`src/design/supervisor_pkg.sv`:
```
`default_nettype none

package supervisor_pkg;

   // ---------------------------------------------------------------
   // clock and timing
   // ---------------------------------------------------------------
   localparam longint unsigned CLK_HZ        = 125_000_000;
   localparam longint unsigned CLK_PERIOD_NS = 8;
   localparam longint unsigned CYC_PER_MS    = CLK_HZ / 1000;
   localparam int              CNT_W         = 31;
   typedef logic [CNT_W-1:0] cnt_t;

   // glitch width and shortest legal kick pulses on the pins, in ns
   localparam longint unsigned MR_GLITCH_NS  = 100;
   localparam longint unsigned KICK1_MIN_NS  = 80;
   localparam longint unsigned KICK2_MIN_NS  = 8000;
   localparam int MR_FILT_CYC    = int'((MR_GLITCH_NS + CLK_PERIOD_NS - 1) / CLK_PERIOD_NS);
   localparam int KICK1_MIN_CYC  = int'(KICK1_MIN_NS / CLK_PERIOD_NS);
   localparam int KICK2_MIN_CYC  = int'(KICK2_MIN_NS / CLK_PERIOD_NS);

   // supervisor periods, in ms (hold, off and timeout values are plain defaults)
   localparam longint unsigned RESET_HOLD_MS   = 200;
   localparam longint unsigned HOLD_FIRST_MS   = 200;
   localparam longint unsigned HOLD_SECOND_MS  = 200;
   localparam longint unsigned POWER_OFF_MS    = 100;
   localparam longint unsigned SEQ_STEP_MS     = 2;
   localparam longint unsigned FLAG_CLEAR_MS   = 10_000;
   localparam longint unsigned WD1_MS_0        = 100;
   localparam longint unsigned WD1_MS_1        = 1600;

   localparam cnt_t HOLD_CYC_DEF   = cnt_t'(RESET_HOLD_MS * CYC_PER_MS);
   localparam cnt_t HOLD1_CYC_DEF  = cnt_t'(HOLD_FIRST_MS * CYC_PER_MS);
   localparam cnt_t HOLD2_CYC_DEF  = cnt_t'(HOLD_SECOND_MS * CYC_PER_MS);
   localparam cnt_t POFF_CYC_DEF   = cnt_t'(POWER_OFF_MS * CYC_PER_MS);
   localparam cnt_t STEP_CYC_DEF   = cnt_t'(SEQ_STEP_MS * CYC_PER_MS);
   localparam cnt_t CLEAR_CYC_DEF  = cnt_t'(FLAG_CLEAR_MS * CYC_PER_MS);
   localparam cnt_t [1:0] WD1_CYC_DEF = {cnt_t'(WD1_MS_1 * CYC_PER_MS), cnt_t'(WD1_MS_0 * CYC_PER_MS)};
   localparam cnt_t [6:0] WD2_CYC_DEF = {
      cnt_t'(16000 * CYC_PER_MS), cnt_t'(12000 * CYC_PER_MS), cnt_t'(8000 * CYC_PER_MS),
      cnt_t'(6000 * CYC_PER_MS),  cnt_t'(4000 * CYC_PER_MS),  cnt_t'(2000 * CYC_PER_MS),
      cnt_t'(1000 * CYC_PER_MS)};

   // ---------------------------------------------------------------
   // register map
   // ---------------------------------------------------------------
   localparam logic [7:0]  CTRL_ADDR   = 8'h00;
   localparam logic [7:0]  STATUS_ADDR = 8'h04;
   localparam logic [1:0]  RAIL_INPUT  = 2'h3;
   localparam logic [2:0]  WD2_OFF_SEL = 3'h7;
   localparam logic [1:0]  ORDER_SIMUL = 2'h3;

   typedef struct packed {
      logic [2:0] wd2_sel;
      logic       wd1_sel;
      logic [1:0] rail_sel;          // 0 buck, 1 first ldo, 2 second ldo, 3 input supply
      logic [1:0] power_order_sel;
   } ctrl_t;
   localparam ctrl_t CTRL_RST = 8'h01;

   typedef enum logic [5:0] {
      S_RUN      = 6'h01,
      S_HOLD     = 6'h02,
      S_WD2_HOLD = 6'h04,
      S_POFF     = 6'h08,
      S_SEQ      = 6'h10,
      S_HOLD1    = 6'h20
   } sup_state_t;

   typedef struct packed {
      logic       clear_window;
      logic       undervoltage;
      logic       wd1_active;
      logic [2:0] regulator_enable;
      logic       origin_low;
      logic       reset_active;
      sup_state_t state;
   } status_t;

   // pin levels that need no debounce beyond synchronising
   typedef struct packed {
      logic       lock_mode;
      logic       kick1_float;
      logic       undervoltage_lockout;
      logic [3:0] rail_below;
      logic [2:0] enable;
   } pins_t;

   // regulator bits: 0 buck, 1 first ldo, 2 second ldo; [order][step]
   localparam logic [3:0][2:0][2:0] ORDER_TBL = {
      {3'h0, 3'h0, 3'h7},
      {3'h4, 3'h1, 3'h2},
      {3'h4, 3'h2, 3'h1},
      {3'h1, 3'h4, 3'h2}};

endpackage : supervisor_pkg

`default_nettype wire

```
`src/design/pin_filter.sv`:
```
`default_nettype none

module pin_filter #(
   parameter int               WIDTH = 1,
   parameter int               FILT  = 1,
   parameter logic [WIDTH-1:0] INIT  = '0
) (
   input  wire logic             clk_i,
   input  wire logic             rst_i,
   input  wire logic [WIDTH-1:0] pin_i,
   output logic      [WIDTH-1:0] level_o,
   output logic                  edge_o
);

   logic [WIDTH-1:0] sync1_q;
   logic [WIDTH-1:0] sync2_q;
   logic [WIDTH-1:0] level_q;
   logic [15:0]      cnt_q;
   logic             edge_q;

   wire differs = (sync2_q != level_q);
   // a change is taken only once it has stood FILT cycles
   wire settled = (cnt_q >= 16'(FILT - 1));

   always_ff @(posedge clk_i) begin
      if (rst_i) begin
         sync1_q <= INIT;
         sync2_q <= INIT;
         level_q <= INIT;
         cnt_q   <= 16'h0000;
         edge_q  <= 1'b0;
      end else begin
         sync1_q <= pin_i;
         sync2_q <= sync1_q;
         edge_q  <= differs & settled;
         if (differs && settled) begin
            level_q <= sync2_q;
            cnt_q   <= 16'h0000;
         end else if (differs) begin
            cnt_q   <= cnt_q + 16'h0001;
         end else begin
            cnt_q   <= 16'h0000;
         end
      end
   end

   assign level_o = level_q;
   assign edge_o  = edge_q;

endmodule : pin_filter

`default_nettype wire

```
`src/design/supervisor_dual_watchdog.sv`:
```
`default_nettype none

module supervisor_dual_watchdog
   import supervisor_pkg::*;
#(
   parameter cnt_t       HOLD_CYC  = supervisor_pkg::HOLD_CYC_DEF,
   parameter cnt_t       HOLD1_CYC = supervisor_pkg::HOLD1_CYC_DEF,
   parameter cnt_t       HOLD2_CYC = supervisor_pkg::HOLD2_CYC_DEF,
   parameter cnt_t       POFF_CYC  = supervisor_pkg::POFF_CYC_DEF,
   parameter cnt_t       STEP_CYC  = supervisor_pkg::STEP_CYC_DEF,
   parameter cnt_t       CLEAR_CYC = supervisor_pkg::CLEAR_CYC_DEF,
   parameter cnt_t [1:0] WD1_CYC   = supervisor_pkg::WD1_CYC_DEF,
   parameter cnt_t [6:0] WD2_CYC   = supervisor_pkg::WD2_CYC_DEF
) (
   input  wire logic        clk_i,
   input  wire logic        rst_i,
   input  wire logic        cyc_i,
   input  wire logic        stb_i,
   input  wire logic        we_i,
   input  wire logic [7:0]  adr_i,
   input  wire logic [3:0]  sel_i,
   input  wire logic [31:0] dat_i,
   output logic      [31:0] dat_o,
   output logic             ack_o,
   input  wire logic        manual_reset_n_i,
   input  wire logic        short_wd_kick_i,
   input  wire logic        short_wd_kick_float_i,
   input  wire logic        long_wd_kick_i,
   input  wire logic        short_wd_lock_mode_i,
   input  wire logic [3:0]  rail_below_i,
   input  wire logic        undervoltage_lockout_i,
   input  wire logic [2:0]  regulator_enable_i,
   output logic             reset_out_n_o,
   output logic             reset_out_oe_o,
   output logic             reset_origin_flag_o,
   output logic             reset_origin_flag_oe_o,
   output logic      [2:0]  regulator_enable_o
);

   // ---------------------------------------------------------------
   // pin conditioning
   // ---------------------------------------------------------------
   pins_t pins_lvl;
   logic  mr_lvl;
   logic  kick1_edge;
   logic  kick2_edge;

   pin_filter #(.WIDTH($bits(pins_t)), .FILT(1), .INIT('0)) u_pins (
      .clk_i   (clk_i),
      .rst_i   (rst_i),
      .pin_i   ({short_wd_lock_mode_i, short_wd_kick_float_i, undervoltage_lockout_i,
                 rail_below_i, regulator_enable_i}),
      .level_o (pins_lvl),
      .edge_o  ()
   );

   pin_filter #(.WIDTH(1), .FILT(MR_FILT_CYC), .INIT(1'b1)) u_mr (
      .clk_i   (clk_i),
      .rst_i   (rst_i),
      .pin_i   (manual_reset_n_i),
      .level_o (mr_lvl),
      .edge_o  ()
   );

   // half the shortest legal pulse: noise rejected, real kicks always seen
   pin_filter #(.WIDTH(1), .FILT(KICK1_MIN_CYC / 2), .INIT(1'b0)) u_kick1 (
      .clk_i   (clk_i),
      .rst_i   (rst_i),
      .pin_i   (short_wd_kick_i),
      .level_o (),
      .edge_o  (kick1_edge)
   );

   pin_filter #(.WIDTH(1), .FILT(KICK2_MIN_CYC / 2), .INIT(1'b0)) u_kick2 (
      .clk_i   (clk_i),
      .rst_i   (rst_i),
      .pin_i   (long_wd_kick_i),
      .level_o (),
      .edge_o  (kick2_edge)
   );

   // ---------------------------------------------------------------
   // state
   // ---------------------------------------------------------------
   ctrl_t      ctrl_q;
   sup_state_t state_q,     state_d;
   cnt_t       phase_cnt_q, phase_cnt_d;
   cnt_t       wd1_cnt_q,   wd1_cnt_d;
   cnt_t       wd2_cnt_q,   wd2_cnt_d;
   cnt_t       clear_cnt_q;
   logic [1:0] step_q,      step_d;
   logic [2:0] mask_q,      mask_d;
   logic       flag_q,      flag_d;
   logic       win_q;
   logic       rst_prev_q;
   logic       oe_q;
   logic [2:0] reg_en_q;
   logic       ack_q;
   logic [31:0] dat_q;

   wire  uv           = pins_lvl.rail_below[ctrl_q.rail_sel]
                      | ((ctrl_q.rail_sel == RAIL_INPUT) & pins_lvl.undervoltage_lockout);
   wire  level_cause  = uv | ~mr_lvl;
   // reset asserted by level causes or any non-run state
   wire  rst_active   = (state_q != S_RUN) | level_cause;
   wire  wd1_active   = pins_lvl.lock_mode | ~pins_lvl.kick1_float;
   wire  cnt_t wd1_lim = WD1_CYC[ctrl_q.wd1_sel];
   wire  wd2_on       = (ctrl_q.wd2_sel != WD2_OFF_SEL);
   wire  cnt_t wd2_lim = wd2_on ? WD2_CYC[ctrl_q.wd2_sel] : cnt_t'(1);
   wire  wd1_exp      = wd1_active & (wd1_cnt_q >= wd1_lim - cnt_t'(1));
   wire  wd2_exp      = wd2_on & (wd2_cnt_q >= wd2_lim - cnt_t'(1));
   wire  trip_long    = (state_q == S_RUN) & wd2_exp;
   wire  trip_other   = (state_q == S_RUN) & ~wd2_exp & (level_cause | wd1_exp);
   wire  rst_rise     = rst_prev_q & ~rst_active;
   wire  clear_done   = win_q & (clear_cnt_q >= CLEAR_CYC - cnt_t'(1));

   cnt_t phase_lim;
   always_comb begin
      case (state_q)
         S_WD2_HOLD: phase_lim = HOLD2_CYC;
         S_POFF:     phase_lim = POFF_CYC;
         S_SEQ:      phase_lim = STEP_CYC;
         S_HOLD1:    phase_lim = HOLD1_CYC;
         default:    phase_lim = HOLD_CYC;
      endcase
   end
   wire phase_done = (phase_cnt_q >= phase_lim - cnt_t'(1));
   wire cnt_t phase_inc = phase_cnt_q + cnt_t'(1);

   // ---------------------------------------------------------------
   // watchdog counters
   // ---------------------------------------------------------------
   always_comb begin
      // first counter cleared by kick, reset or disable
      if (rst_active || !wd1_active || kick1_edge) begin
         wd1_cnt_d = '0;
      end else if (!wd1_exp) begin
         wd1_cnt_d = wd1_cnt_q + cnt_t'(1);
      end else begin
         wd1_cnt_d = wd1_cnt_q;
      end
      if (rst_active || !wd2_on || kick2_edge) begin
         wd2_cnt_d = '0;
      end else if (!wd2_exp) begin
         wd2_cnt_d = wd2_cnt_q + cnt_t'(1);
      end else begin
         wd2_cnt_d = wd2_cnt_q;
      end
   end

   // ---------------------------------------------------------------
   // reset sequencer
   // ---------------------------------------------------------------
   always_comb begin
      state_d     = state_q;
      phase_cnt_d = phase_inc;
      step_d      = step_q;
      mask_d      = mask_q;
      case (state_q)
         S_RUN: begin
            phase_cnt_d = '0;
            // long expiry takes priority over other causes
            if (trip_long) begin
               state_d = S_WD2_HOLD;
            end else if (trip_other) begin
               state_d = S_HOLD;
            end
         end
         S_HOLD, S_HOLD1: begin
            // hold restarts while a level cause persists
            if (level_cause) begin
               phase_cnt_d = '0;
            end else if (phase_done) begin
               state_d     = S_RUN;
               phase_cnt_d = '0;
            end
         end
         S_WD2_HOLD: begin
            if (phase_done) begin
               state_d     = S_POFF;
               phase_cnt_d = '0;
               mask_d      = 3'h0;
            end
         end
         S_POFF: begin
            if (phase_done) begin
               // first entry of the chosen order
               state_d     = S_SEQ;
               phase_cnt_d = '0;
               mask_d      = ORDER_TBL[ctrl_q.power_order_sel][0];
               step_d      = 2'h1;
            end
         end
         S_SEQ: begin
            if (step_q == 2'h3 || ctrl_q.power_order_sel == ORDER_SIMUL) begin
               state_d     = S_HOLD1;
               phase_cnt_d = '0;
               mask_d      = 3'h7;
            end else if (phase_done) begin
               // next regulator after the step delay
               phase_cnt_d = '0;
               mask_d      = mask_q | ORDER_TBL[ctrl_q.power_order_sel][step_q];
               step_d      = step_q + 2'h1;
            end
         end
         default: begin
            state_d     = S_HOLD;
            phase_cnt_d = '0;
            mask_d      = 3'h7;
         end
      endcase
   end

   // origin flag, set wins over clear
   always_comb begin
      if (trip_long) begin
         flag_d = 1'b1;
      end else if (trip_other && !win_q) begin
         flag_d = 1'b0;
      end else if (clear_done) begin
         flag_d = 1'b0;
      end else begin
         flag_d = flag_q;
      end
   end

   // all timers on the one clock
   always_ff @(posedge clk_i) begin
      if (rst_i) begin
         state_q     <= S_HOLD;
         phase_cnt_q <= '0;
         wd1_cnt_q   <= '0;
         wd2_cnt_q   <= '0;
         step_q      <= 2'h0;
         mask_q      <= 3'h7;
         flag_q      <= 1'b0;
      end else begin
         state_q     <= state_d;
         phase_cnt_q <= phase_cnt_d;
         wd1_cnt_q   <= wd1_cnt_d;
         wd2_cnt_q   <= wd2_cnt_d;
         step_q      <= step_d;
         mask_q      <= mask_d;
         flag_q      <= flag_d;
      end
   end

   // clear window restarts at every reset release
   always_ff @(posedge clk_i) begin
      if (rst_i) begin
         win_q       <= 1'b0;
         clear_cnt_q <= '0;
      end else if (rst_rise) begin
         win_q       <= 1'b1;
         clear_cnt_q <= '0;
      end else if (clear_done) begin
         win_q       <= 1'b0;
      end else if (win_q) begin
         clear_cnt_q <= clear_cnt_q + cnt_t'(1);
      end
   end

   always_ff @(posedge clk_i) begin
      if (rst_i) begin
         rst_prev_q <= 1'b1;
         oe_q       <= 1'b1;
         reg_en_q   <= 3'h0;
      end else begin
         rst_prev_q <= rst_active;
         oe_q       <= rst_active;
         reg_en_q   <= pins_lvl.enable & mask_q;
      end
   end

   assign reset_out_n_o          = 1'b0;
   assign reset_out_oe_o         = oe_q;
   assign reset_origin_flag_o    = 1'b0;
   assign reset_origin_flag_oe_o = flag_q;
   assign regulator_enable_o     = reg_en_q;

   // ---------------------------------------------------------------
   // wishbone slave
   // ---------------------------------------------------------------
   status_t status;
   assign status = '{clear_window: win_q, undervoltage: uv, wd1_active: wd1_active,
                     regulator_enable: reg_en_q, origin_low: flag_q,
                     reset_active: rst_active, state: state_q};

   wire        req      = cyc_i & stb_i;
   wire        hit_ctrl = (adr_i == CTRL_ADDR);
   wire        hit_stat = (adr_i == STATUS_ADDR);
   // write lands at the edge where the master sees ack
   wire        wr_ctrl  = req & we_i & ack_q & hit_ctrl & sel_i[0];
   wire [31:0] rd_data  = hit_ctrl ? {24'h000000, ctrl_q}
                        : hit_stat ? {18'h00000, status} : 32'h00000000;

   always_ff @(posedge clk_i) begin
      if (rst_i) begin
         ack_q  <= 1'b0;
         dat_q  <= 32'h00000000;
         ctrl_q <= CTRL_RST;
      end else begin
         ack_q <= req & ~ack_q;
         if (req && !ack_q) begin
            dat_q <= rd_data;
         end
         if (wr_ctrl) begin
            ctrl_q <= ctrl_t'(dat_i[7:0]);
         end
      end
   end

   assign ack_o = ack_q;
   assign dat_o = dat_q;
endmodule : supervisor_dual_watchdog

`default_nettype wire

```
`config.mk`:
```
export PLATFORM = sky130hd
export DESIGN_NAME = supervisor_dual_watchdog
export DESIGN_NICKNAME = d
export VERILOG_FILES = /design/src/design/supervisor_pkg.sv /design/src/design/pin_filter.sv /design/src/design/supervisor_dual_watchdog.sv
export SDC_FILE = /design/constraint.sdc
export NUM_CORES = 1
export LEC_CHECK = 0
export BUFFER_PORTS_ARGS = -buffer_cell sky130_fd_sc_hd__buf_2
export CAP_MARGIN = 20
export CORE_ASPECT_RATIO = 0.7
export CORE_MARGIN = 5
export CORE_UTILIZATION = 43
export CTS_BUF_LIST = sky130_fd_sc_hd__clkbuf_8
export CTS_CLUSTER_SIZE = 28
export DETAILED_ROUTE_END_ITERATION = 12
export GPL_ROUTABILITY_DRIVEN = 1
export HOLD_SLACK_MARGIN = 0.15
export SYNTH_ARGS = -nofsm -noshare
export SYNTH_HDL_FRONTEND = slang
export SYNTH_SLANG_ARGS = --single-unit
```
`constraint.sdc`:
```
create_clock -name clk_i -period 6.2 [get_ports clk_i]
set_input_delay 0.93 -clock clk_i [delete_from_list [all_inputs] [get_ports clk_i]]
set_output_delay 0.93 -clock clk_i [all_outputs]
set_load 0.01 [all_outputs]
```
# After elaboration in Yosys (flattened, before gate mapping)
# Memory sizes are Yosys's and may differ from the RTL's. A register that Yosys moved wholly into a read port is not among the register bits.
# Index checks and enable logic that the tools add are counted.
word_totals:
  register_bits: 287
  romBits: 248
  input_bits: 62
  out_inout_bits: 40
  elab_cells: 193
  mem_count: 1
classes:
  add_sub_neg: 12
  n_lt_le_gt_ge: 13
  n_eq_ne: 25
  muxes: 40
  n_bitwise: 34
  n_reduce_logical: 33
mem_list:
  columns: ["memory", "depth", "width", "read_ports", "rd_ports_with_merged_regs", "wr", "line", "text"]
  rows:
  - ["(name not given)", 8, 31, 1, 1, 0, "supervisor_dual_watchdog.sv:109", "wire cnt_t wd2_lim = wd2_on ? WD2_CYC[ctrl_q.wd2_sel] : cnt_t'(1);"]
ops:
  columns: ["cell", "n"]
  rows:
  - ["31-bit 2-to-1 mux", 6]
  - ["31-bit by 1-bit adder with 31-bit output, second input constant", 4]
  - ["31-bit greater-or-equal comparator", 3]
  - ["31-bit case mux with 3 select lines", 1]
  - ["31-bit by 1-bit subtractor with 31-bit output, second input constant", 3]
  - ["16-bit by 1-bit adder with 16-bit output, second input constant", 4]
  - ["25-bit case mux with 2 select lines", 1]
  - ["6-bit 2-to-1 mux", 7]
  - ["31-bit greater-or-equal comparator, second input constant", 1]
  - ["6-bit case mux with 5 select lines", 1]
  - ["14-bit 2-to-1 mux", 2]
  - ["28-bit 2-to-1 mux", 1]
  - ["3-bit 2-to-1 mux", 7]
  - ["9-bit binary-select mux with 2-bit select", 1]
  - ["1-bit AND", 16]
  - ["16-bit by 1-bit greater-or-equal comparator with 1-bit output, second input constant", 1]
  - ["16-bit by 3-bit greater-or-equal comparator with 1-bit output, second input constant", 1]
  - ["16-bit by 4-bit greater-or-equal comparator with 1-bit output, second input constant", 1]
  - ["16-bit by 9-bit greater-or-equal comparator with 1-bit output, second input constant", 1]
  - ["3-bit OR reduction", 5]
  - ["2-bit != test, second input constant", 7]
  - ["3-bit case mux with 4 select lines", 1]
  - ["1-bit inverter", 11]
  - ["10-bit != test", 1]
  - ["other kinds (34)", 70]

# Longest topological paths before layout
# Gate-level depths: netlist of run 1.
depth:
  word_depth: 12
  depth_mapped: 19
  ltp_nobuf: 17

# By module
# Synthesis of run 1 repeated with hierarchy kept, for this count alone.
unflattened:
  cells_unflattened: 1440
  area_unflattened_um2: 12906.1
by_module_without_submodules:
  columns: ["module", "instances", "cells_each", "area_each_um2", "seq_area_each_um2"]
  rows:
  - ["supervisor_dual_watchdog", 1, 1208, 10094.7, 3783.6]
  - ["pin_filter (u_pins)", 1, 77, 932.1, 620.6]
  - ["pin_filter (u_kick2)", 1, 65, 703.2, 400.4]
  - ["pin_filter (u_mr)", 1, 46, 596.8, 400.4]
  - ["pin_filter (u_kick1)", 1, 44, 579.3, 400.4]

# Least setup slack after synthesis of run 1
# OpenSTA, ideal clock, no wires.
synth_path:
  path_type: "flip-flop to flip-flop"
  start: "reg with a tool-made name"
  end: "reg wd2_cnt_q[15]"
  setup_time_ps: 128
  t_arrival_ps: 4314
  t_required_ps: 6072
  path_slack_ps: 1758
  path_stages_with_launch: 20
  n_path_buf: 2
  synth_period_minus_slack_ps: 4442
  path_cell_list: "dfxtp_1 -> or4_4 -> nor4_4 -> nand2b_2 -> or4b_4 -> or3_1 -> buf_2 -> nor2_1 -> xor2_1 -> nand2_1 -> ha_1 -> nand4_1 -> nor3_1 -> nand4_1 -> o221ai_1 -> o21a_1 -> buf_1 -> nor3_1 -> xnor2_1 -> nor2_1"
synth_rtl:
  columns: ["element", "line", "text"]
  rows:
  - ["end signal, assigned", "supervisor_dual_watchdog.sv:241", "wd2_cnt_q <= wd2_cnt_d;"]
  - ["end, declared", "supervisor_dual_watchdog.sv:89", "cnt_t wd2_cnt_q, wd2_cnt_d;"]

==> metrics.txt, run 1 <==
final cell count without fillers=1,911; R2R cell count=17; crit path capture type=flip-flop; initial antenna violation count=0; Hold Vio Cnt, Final=0; vias in the first global route=between 8,000 and 9,000; Seq/Total Area, Yosys=0.440; Hold Buf Count CTS=0; Worst Tran Pin Value=about 1100 ps; placer congestion estimate=roughly 0.83; Period minus WS final=4820 ps; hold depth=1; crit path DAT=5270 ps; maxcap violations=0; DRT Pass-1 Iters=4; setup bufs post-CTS=0; asr flop ratio synth=0; Final ANT Viol Nets=0; layout cell share with drive strength beyond 1=0.106; Hold EP=u_mr.sync2_q; most used cell, CP=a21o_1; P per Cell Area=between 200 and 300 mW/mm^2; DRC=0; Crit Reg-Reg Endpoint=wd2_cnt_q[30]; FP Rows=52; Critical Path Max Stage Delay=580 ps; EDFF count, synth=0; period utilisation layout=0.778; final HPWL from detailed placement=18,600 microns; CP top delay family=simple AND/OR/NAND/NOR gates; CTS sink count=278; CP Max Fanout=20; Worst Setup Path Type=reg -> reg; Resized Gates After CTS=0; CP max stage cell=or4_4; largest net degree at the start of global routing=64; Layout area overhead=13.3%; worst min-delay path class=reg -> reg; Iter 0 DRT Violations=516; Synth Register Bits=278; Cells after DPL=approximately 1,800; final net count=approximately 1,700; GRT Resource Usage Total=0.156; Inserted Diodes=0; Initial Utilization=0.437; clock skew=25.1 ps; worst skew pair latency=580 ps; final setup vio count=0; first-pass GRT wire length=43,700 microns; clk buf depth=3; IO Pins=102; Setup TNS Final=0 ps; f_max=0.207 GHz; Setup crit start kind=flip-flop; full die area=about 0.033 sq mm; worst slew margin relative to its limit=0.255; Die H=154 microns; Mapped Cells=1,398; VDD IR max=0.158 mV; HP Start=u_mr.sync1_q; area of the core=0.0290 sq mm; Avg Inst Size Synth=9.06 sq um; status=finished clean; gr ovfl total=0; area leader, netlist=dfxtp_1; Worst-path clk slew=60 ps; via count=9,422; Max Slew Vio Count=0; prevailing post-synth register cell=dfxtp_1; TritonCTS clock tree=yes; sequence of cells on the critical path=or4_4, nor4_4, nand2b_2, or4b_4, or3_1, o31a_1, o21ai_1, ha_1, a21o_1, a21o_1, a21oi_1, o211ai_1, o21a_1, buf_4, nor4b_1, xnor2_1, nor2_1; count of input and output buffers=54; Die Span X=around 220 microns; post-synth top area share=0.440; Total Power=0.00364 W; WL final=26,400 microns; number of library cell types mapped by synthesis=73; wire per inst=13.8 microns; WP data required=6650 ps; H-tree levels=2; Mapped Area=0.0127 sq mm; Leak=5.83 nW; CTS root buf=clkbuf_8; cts bufs inserted=44; Ys Warns=0; vias per cell=4.93; WP buf/inv=1; RSZ-0062 raised after global routing=no; Synth area leaders=dfxtp_1 44%, ha_1 9.1%, nor2_1 6.6%; r2r setup slk=roughly 1400 ps
## worst max-delay path by stage
stage                     startpoint  slack (ps)            end  cells after the start
after floorplan            flip-flop        1760  wd2_cnt_q[15]                     19
after global placement     flip-flop        1350  wd2_cnt_q[30]                     17
after detailed placement   flip-flop        1300  wd2_cnt_q[30]                     17
after CTS                  flip-flop        1290  wd2_cnt_q[30]                     17
after global routing       flip-flop        1010  wd2_cnt_q[20]                     17
final                      flip-flop        1380  wd2_cnt_q[30]                     17
## worst register-to-register path, delay by kind of cell (launching register included)
kind	cells	cell delay, ps
and+or+nand+nor	7	2430
xor gates and xnor gates	1	170
DFF	1	330
adders and majority gates	1	260
AOI/OAI and AO/OA	7	1310
buffers and inverters	1	200
## power by group
group / switching, W / internal [W]
Sequential: 0.0000201 / 0.00182
Clock: 0.000740 / 0.000919
Combinational: 0.0000864 / 0.0000521
## cells in the mapped netlist, drive strengths merged (35+ instances only)
cell / number
xor2: 62
nand3: 43
a21oi: 41
xnor2: 72
ha: 92
dfxtp: 278
clkbuf: 37
nor2b: 38
inv: 41
nand2: 110
nand4: 35
nor2: 222
## cell usage in the layout, fill, tap and decap left out, drive strengths merged, types with 11 or more instances in the layout
cell	instances
nand3	43
nor4	27
nand4	35
and3	26
clkbuf	57
nand2	110
and2	17
xnor2	72
a31oi	15
and4	16
nor3	24
nor2	222
buf	63
xor2	62
dfxtp	278
clkinv	13
o21ai	32
mux2i	14
conb	59
nor2b	38
ha	92
inv	51
nand2b	11
a21oi	41
## logic make-up after synthesis
group,Yosys count,synth area share
XOR/XNOR,134,0.0927
AO/OA/AOI/OAI,148,0.0752
flip-flops,278,0.440
buffers and inverters,108,0.0387
AND/OR/NAND/NOR,617,0.246
multiplexers,19,0.0164
other,2,0.000593
adder cells (fa/ha/maj),92,0.0909
## through the flow
stage               hold WS (ps)  cell area [sq um]  worst slack [ps]  utilization
floorplan                    389              12900              1760            -
global placement             393              13300              1350        0.460
detailed placement           393              13300              1300        0.460
CTS                          407              14300              1290        0.493
global route                 423              14300              1010        0.496
finish                       406              14300              1380        0.496
## flip-flops by register name, indices dropped and copies added, names as in the netlist, 2 cells and up, named ones only
signal	count
u_mr.cnt_q	16
u_kick2.cnt_q	16
state_q	6
u_pins.sync2_q	10
regulator_enable_o	3
wd2_cnt_q	31
u_pins.sync1_q	10
step_q	2
phase_cnt_q	31
wd1_cnt_q	31
dat_o	14
ctrl_q	8
mask_q	3
u_pins.level_o	10
clear_cnt_q	31
u_kick1.cnt_q	16
## layer usage
metal | vias to the layer above | part of all wire | GRT usage | routed length, microns
met5 | - | 0 | 0 | 0
met4 | 0 | 0.019 | 0.0463 | 493
met3 | 37 | 0.047 | 0.0318 | 1240
met2 | 173 | 0.41 | 0.228 | 10800
met1 | 4271 | 0.53 | 0.233 | 13900
li1 | 4941 | - | - | -
## cell type report
| class | instances | area (sq um) |
|---|---|---|
| clock inverters | 24 | 173 |
| well taps | 378 | 473 |
| multi-input cells | 1069 | 6820 |
| fillers | 2744 | 14600 |
| inverters | 42 | 158 |
| flip-flops and latches | 278 | 5570 |
| repair buffers | 63 | 375 |
| clock buffers | 57 | 785 |
Note: power is estimated with default switching activity, not from simulation.
==> run 2, diff against run 1 <==
- ABC_AREA: unset -> 1
- clock period: 6.2 -> 4.8 ns (I/O delays scaled with it)
==> run 2 against run 1 <==
Against the previous run: via count increased by 30%; highest routed layer is now met5; sequential share of layout area decreased by 3.8 points; count of clock-buffer cells in the layout decreased by 6; worst setup slack got worse by 730 ps; largest cell class unchanged; sequential power increased by 31%; clock power increased by 31%; die area increased by 11%.
==> metrics.txt, run 2 <==
maxcap violations=0; f_max=0.241 GHz; Hold Vio Cnt, Final=0; VDD IR max=between 0.2 and 0.25 mV; Final ANT Viol Nets=0; CP Max Fanout=25; global route hottest layer=met1; P per Cell Area=around 310 mW/mm^2; most frequent cells in the layout=444 x nand2_1, 278 x dfxtp_1, 270 x inv_1, 264 x nor2_1, 128 x a21oi_1; Ys Warns=0; layout cell share with drive strength beyond 1=0.0837; combinational family with the most area after synthesis=simple AND/OR/NAND/NOR gates; GRT Resource Usage Total=0.176; FP Rows=55; CTS sink count=~280; Synth Area in Simple Gates=0.304; vias per cell=approximately 4.8; crit path DAT=4600 ps; Synth area leaders=dfxtp_1 39%, nand2_1 12%, ha_1 8.1%; Max Slew Vio Count=0; initial antenna violation count=2; r2r setup slk=650 ps; most frequent cell after synthesis=nand2_1; setup bufs post-CTS=0; cts bufs inserted=43; Synth Register Bits=278; Hold EP=u_pins.sync1_q[5]; Multi-input gate area=approximately 0.0075 sq mm; reg2reg start=ctrl_q[5]; WL final=about 33,000 microns; XOR/XNOR Fraction of Synth Area=0.0315; number of library cell types mapped by synthesis=53; Crit Reg-Reg Endpoint=wd2_cnt_q[27]; H-tree levels=2; met1 Track Usage GR=0.271; largest net degree at the start of global routing=65; DRT Pass-1 Iters=5; hold depth=3; Mapped Area=between 0.01 and 0.015 sq mm; count of input and output buffers=54; Leak=6.86 nW; clock skew=22.6 ps; post-synth top area share=0.392; HP Start=rail_below_i[2]; period utilisation layout=0.865; Initial Utilization=0.437; WP data required=5250 ps; area of the core=0.0325 sq mm; Setup TNS Final=0 ps; Compound-Gate Fraction of Synth Area=0.0966; Fillers=3,282; wire per inst=12.9 microns; Setup Slack @ Placement=a little under 600 ps; final setup vio count=0; EDFF count, synth=0; Die Span X=around 230 microns; Hold Buf Count CTS=0; synth cell count leaders=444 x nand2_1, 278 x dfxtp_1, 264 x nor2_1; TritonCTS clock tree=yes; final net count=2,238; R2R cell count=27; Inserted Diodes=0; area leader, netlist=dfxtp_1; Avg Inst Size Synth=between 7 and 8 sq um; IO Pins=102; mux contribution to synthesized area=0; Die H=between 150 and 200 microns; Post-Synth Adder-Cell Area=0.0811; worst skew pair latency=560 ps; placer congestion estimate=0.865; Seq/Total Area, Yosys=0.392; worst min-delay path class=in -> reg; routing usage on met3=0.0334; Resized Gates After CTS=0; final cell count without fillers=2,542; grt met2 use=0.255; sequential standard cell area=approximately 0.0056 sq mm; CTS root buf=clkbuf_8; worst slew margin relative to its limit=0.304; Setup crit start kind=flip-flop; via count=roughly 12,000; Worst-path clk slew=60 ps; final HPWL from detailed placement=24,700 microns; asr flop ratio synth=0; commonest non-fill, non-tap cell in the layout=nand2_1; DRC=0; clk buf depth=3; first-pass GRT wire length=approximately 54,000 microns; Iter 0 DRT Violations=879; Layout area overhead=12.0%; Period minus WS final=4150 ps; status=finished clean; Mapped Cells=1,975; RSZ-0062 raised after global routing=no; prevailing post-synth register cell=dfxtp_1; gr ovfl total=0; vias in the first global route=11,000; full die area=0.0368 sq mm; Worst Tran Pin Value=1040 ps; crit path capture type=flip-flop; Worst Setup Path Type=reg -> reg; Cells after DPL=2,466; Setup WS post-layout=649 ps
run 2: changes by cell type after synthesis, sizes merged, moves of 38 or more:
cell	delta
nand2	+339
xnor2	-61
nor3	+55
a21oi	+89
nor2b	-38
nor2	+55
o21ai	+46
inv	+228
run 2: how the worst max path moves through the flow:
stage,startpoint,to,slack [ps]
after floorplan,ctrl_q[6],state_q[4],1480
after global placement,ctrl_q[6],wd2_cnt_q[25],690
after detailed placement,ctrl_q[6],wd2_cnt_q[21],580
after CTS,ctrl_q[6],wd2_cnt_q[25],590
after global routing,ctrl_q[5],wd2_cnt_q[15],160
final,ctrl_q[5],wd2_cnt_q[27],650
run 2: final cells by class:
type / instances / share of cell area
sequential: 278 / 0.350
inverter: 269 / 0.0635
tap: 427 / 0.0336
multi-input combinational: 1430 / 0.473
clock inverter: 25 / 0.0157
clock buffer: 51 / 0.0441
timing repair buffer: 62 / 0.0208
run 2: routing by layer:
| layer | share of wire | vias to the layer above |
|---|---|---|
| met2 | 0.40 | 269 |
| li1 | - | 6542 |
| met1 | 0.53 | 5392 |
| met5 | 0.0012 | - |
| met3 | 0.057 | 51 |
| met4 | 0.016 | 4 |
run 2: cell families (layout without fill, tap and decap cells):
group	count (synthesis)	count (layout)
flip-flops	278	278
AND/OR/NAND/NOR	976	976
buffers and inverters	324	407
XOR/XNOR	51	51
AO/OA/AOI/OAI	252	252
other	2	59
adder cells (fa/ha/maj)	92	92
run 2: power breakdown:
group | leakage [nW] | switching, W | internal [W]
Sequential | 2.26 | 0.0000446 | 0.00237
Clock | 0.525 | 0.000940 | 0.00124
Combinational | 4.07 | 0.000278 | 0.000120
Total | 6.86 | 0.00126 | 0.00373
run 2: critical path, stage by stage (launching register included):
cell and delay (ps):
dfxtp_1 400, nand3_4 230, nand2_1 200, nand3_1 90, nor2_1 190, nand2_1 140, nor2_4 140, nand2_4 90
nor2_8 130, nand3_2 100, nor2_2 150, xor2_1 200, ha_1 270, nand2_1 70, nand2_1 40, nand2_1 50
nand2_1 40, a21oi_1 170, nand2_1 70, nor2_1 90, nand2_1 130, nand2_2 120, buf_4 270, nand3_1 130
nor2_1 190, nand2_1 110, nor3_1 160, nor2_1 50
run 2: per-stage QoR:
stage / hold slack [ps] / instance area, sq um / total power, W / utilization
after CTS: 308 / 15900 / 0.00507 / 0.490
after global placement: 389 / 15000 / 0.00286 / 0.460
final: 354 / 15900 / 0.00500 / 0.490
after floorplan: 388 / 14400 / 0.00277 / -
after detailed placement: 392 / 15000 / 0.00286 / 0.460
after global routing: 319 / 15900 / 0.00525 / 0.490
==> run 3, diff against run 2 <==
- CORE_UTILIZATION: 43 -> 55
- GPL_TIMING_DRIVEN: unset -> 0
- PLACE_DENSITY: unset -> 0.74
==> run 3 against run 2 <==
Against the previous run: sequential share of layout area down 0.36 points; maximum frequency down 1.2%; die area down 21%; sequential cell count unchanged; cell count down 1.9%; routed wire length up 1.9%; combinational power up 8.3%; critical path depth up 1; via count up 4.2%.
==> metrics.txt, run 3 (synthesis results as in run 2) <==
full die area=0.0292 sq mm; FP Rows=49; H-tree levels=2; Cells after DPL=2,417; Setup Slack @ Placement=a little over 700 ps; Psw=0.00128 W; area of the core=between 0.02 and 0.03 sq mm; via count=12,800; WP data required=~5300 ps; Period minus WS final=4200 ps; DRC=0; CP Max Fanout=10; Initial Utilization=0.555; cts bufs inserted=43; Max Slew Vio Count=0; Post-Layout Inst Area=around 0.016 sq mm; maxcap violations=0; initial antenna violation count=0; RSZ-0062 raised after global routing=no; clk buf depth=3; IO Pins=about 100; Iter 0 DRT Violations=1,014; Worst Tran Pin Value=about 810 ps; wire per inst=13.4 microns; vias per cell=5.12; Setup crit start kind=flip-flop; final cell count without fillers=2,493; clock skew=roughly 30 ps; final net count=roughly 2,300; VDD IR max=0.329 mV; final setup vio count=0; Area after DPL=~0.015 sq mm; Hold Buf Count CTS=0; Internal=0.00382 W; crit path DAT=4670 ps; CTS sink count=about 280; sw frac=0.251; placer congestion estimate=0.941; most used cell, CP=nand2_1; TritonCTS clock tree=yes; Final ANT Viol Nets=0; Layout area overhead=13.2%; Worst-path clk slew=60 ps; Flop pwr share=0.474; CP max stage cell=dfxtp_1; Resized Gates After CTS=0; period utilisation layout=0.876; most frequent cells in the layout=444 x nand2_1, 278 x dfxtp_1, 267 x inv_1, 264 x nor2_1, 128 x a21oi_1; Setup WS post-layout=around 600 ps; Setup TNS Final=0 ps; Logic pwr share=0.085; largest net degree at the start of global routing=12; P per Cell Area=317 mW/mm^2; CTS root buf=clkbuf_8; Hold Vio Cnt, Final=0; Inserted Diodes=0; Critical Path Max Stage Delay=410 ps; f_max=0.238 GHz; crit path capture type=flip-flop; clock network fraction of design power=0.442; layout cell share with drive strength beyond 1=0.0957; DRT Pass-1 Iters=8; worst min-delay path class=in -> reg; commonest non-fill, non-tap cell in the layout=nand2_1; worst skew pair latency=slightly below 600 ps; worst slew margin relative to its limit=0.455; WL final=33,400 microns; final HPWL from detailed placement=approximately 25,000 microns; Die Span X=202 microns; status=finished clean; gr ovfl total=0; Leak=7.03 nW; first-pass GRT wire length=approximately 56,000 microns; Die H=between 100 and 150 microns; vias in the first global route=roughly 12,000; setup bufs post-CTS=0; count of input and output buffers=54; GRT Resource Usage Total=0.229; Worst Setup Path Type=reg -> reg
[run 3: routing by layer]
layer	up-vias	global-route usage	part of all wire
met5	-	0	0
met4	0	0.0658	0.018
met3	57	0.0444	0.072
met2	389	0.355	0.42
met1	5706	0.326	0.49
li1	6618	-	-
[run 3: final cells by class]
type                    instances  area (sq um)
fillers                      2300          9490
multi-input cells            1430          7510
flip-flops and latches        278          5570
inverters                     269          1010
clock buffers                  48           661
well taps                     331           414
plain buffers                  55           328
clock inverters                28           317
repair buffers                 54           270
[run 3: final timing paths]
path | cells after the start | to | slack, ps | from
min | 2 | u_mr.sync1_q | 330 | manual_reset_n_i
max reg2reg | 28 | wd2_cnt_q[24] | 600 | ctrl_q[5]
max | 28 | wd2_cnt_q[24] | 600 | ctrl_q[5]
min reg2reg | 2 | u_pins.sync2_q[4] | 400 | u_pins.sync1_q[4]
[run 3: critical path: cells and delay by family, from the launching register on]
kind	cells	cell delay (ps)
AND/OR/NAND/NOR	23	2800
flip-flops	1	410
buffers and inverters	2	340
AO/OA/AOI/OAI	2	280
adder cells (fa/ha/maj)	1	260
[run 3: stage by stage]
stage | power [W] | hold WS [ps] | utilization
2_1_floorplan | 0.00277 | 388 | -
3_3_place_gp | 0.00288 | 391 | 0.591
3_5_place_dp | 0.00289 | 395 | 0.591
4_1_cts | 0.00514 | 292 | 0.629
5_1_grt | 0.00533 | 303 | 0.629
6_report | 0.00510 | 333 | 0.629
[run 3: power groups by stage]
stage | clock network (W) | registers, W | logic, W
after global routing | 0.00242 | 0.00242 | 0.000491
final | 0.00225 | 0.00241 | 0.000431
after floorplan | 0 | 0.00245 | 0.000318
after CTS | 0.00231 | 0.00241 | 0.000426
after detailed placement | 0 | 0.00246 | 0.000423
after global placement | 0 | 0.00246 | 0.000415
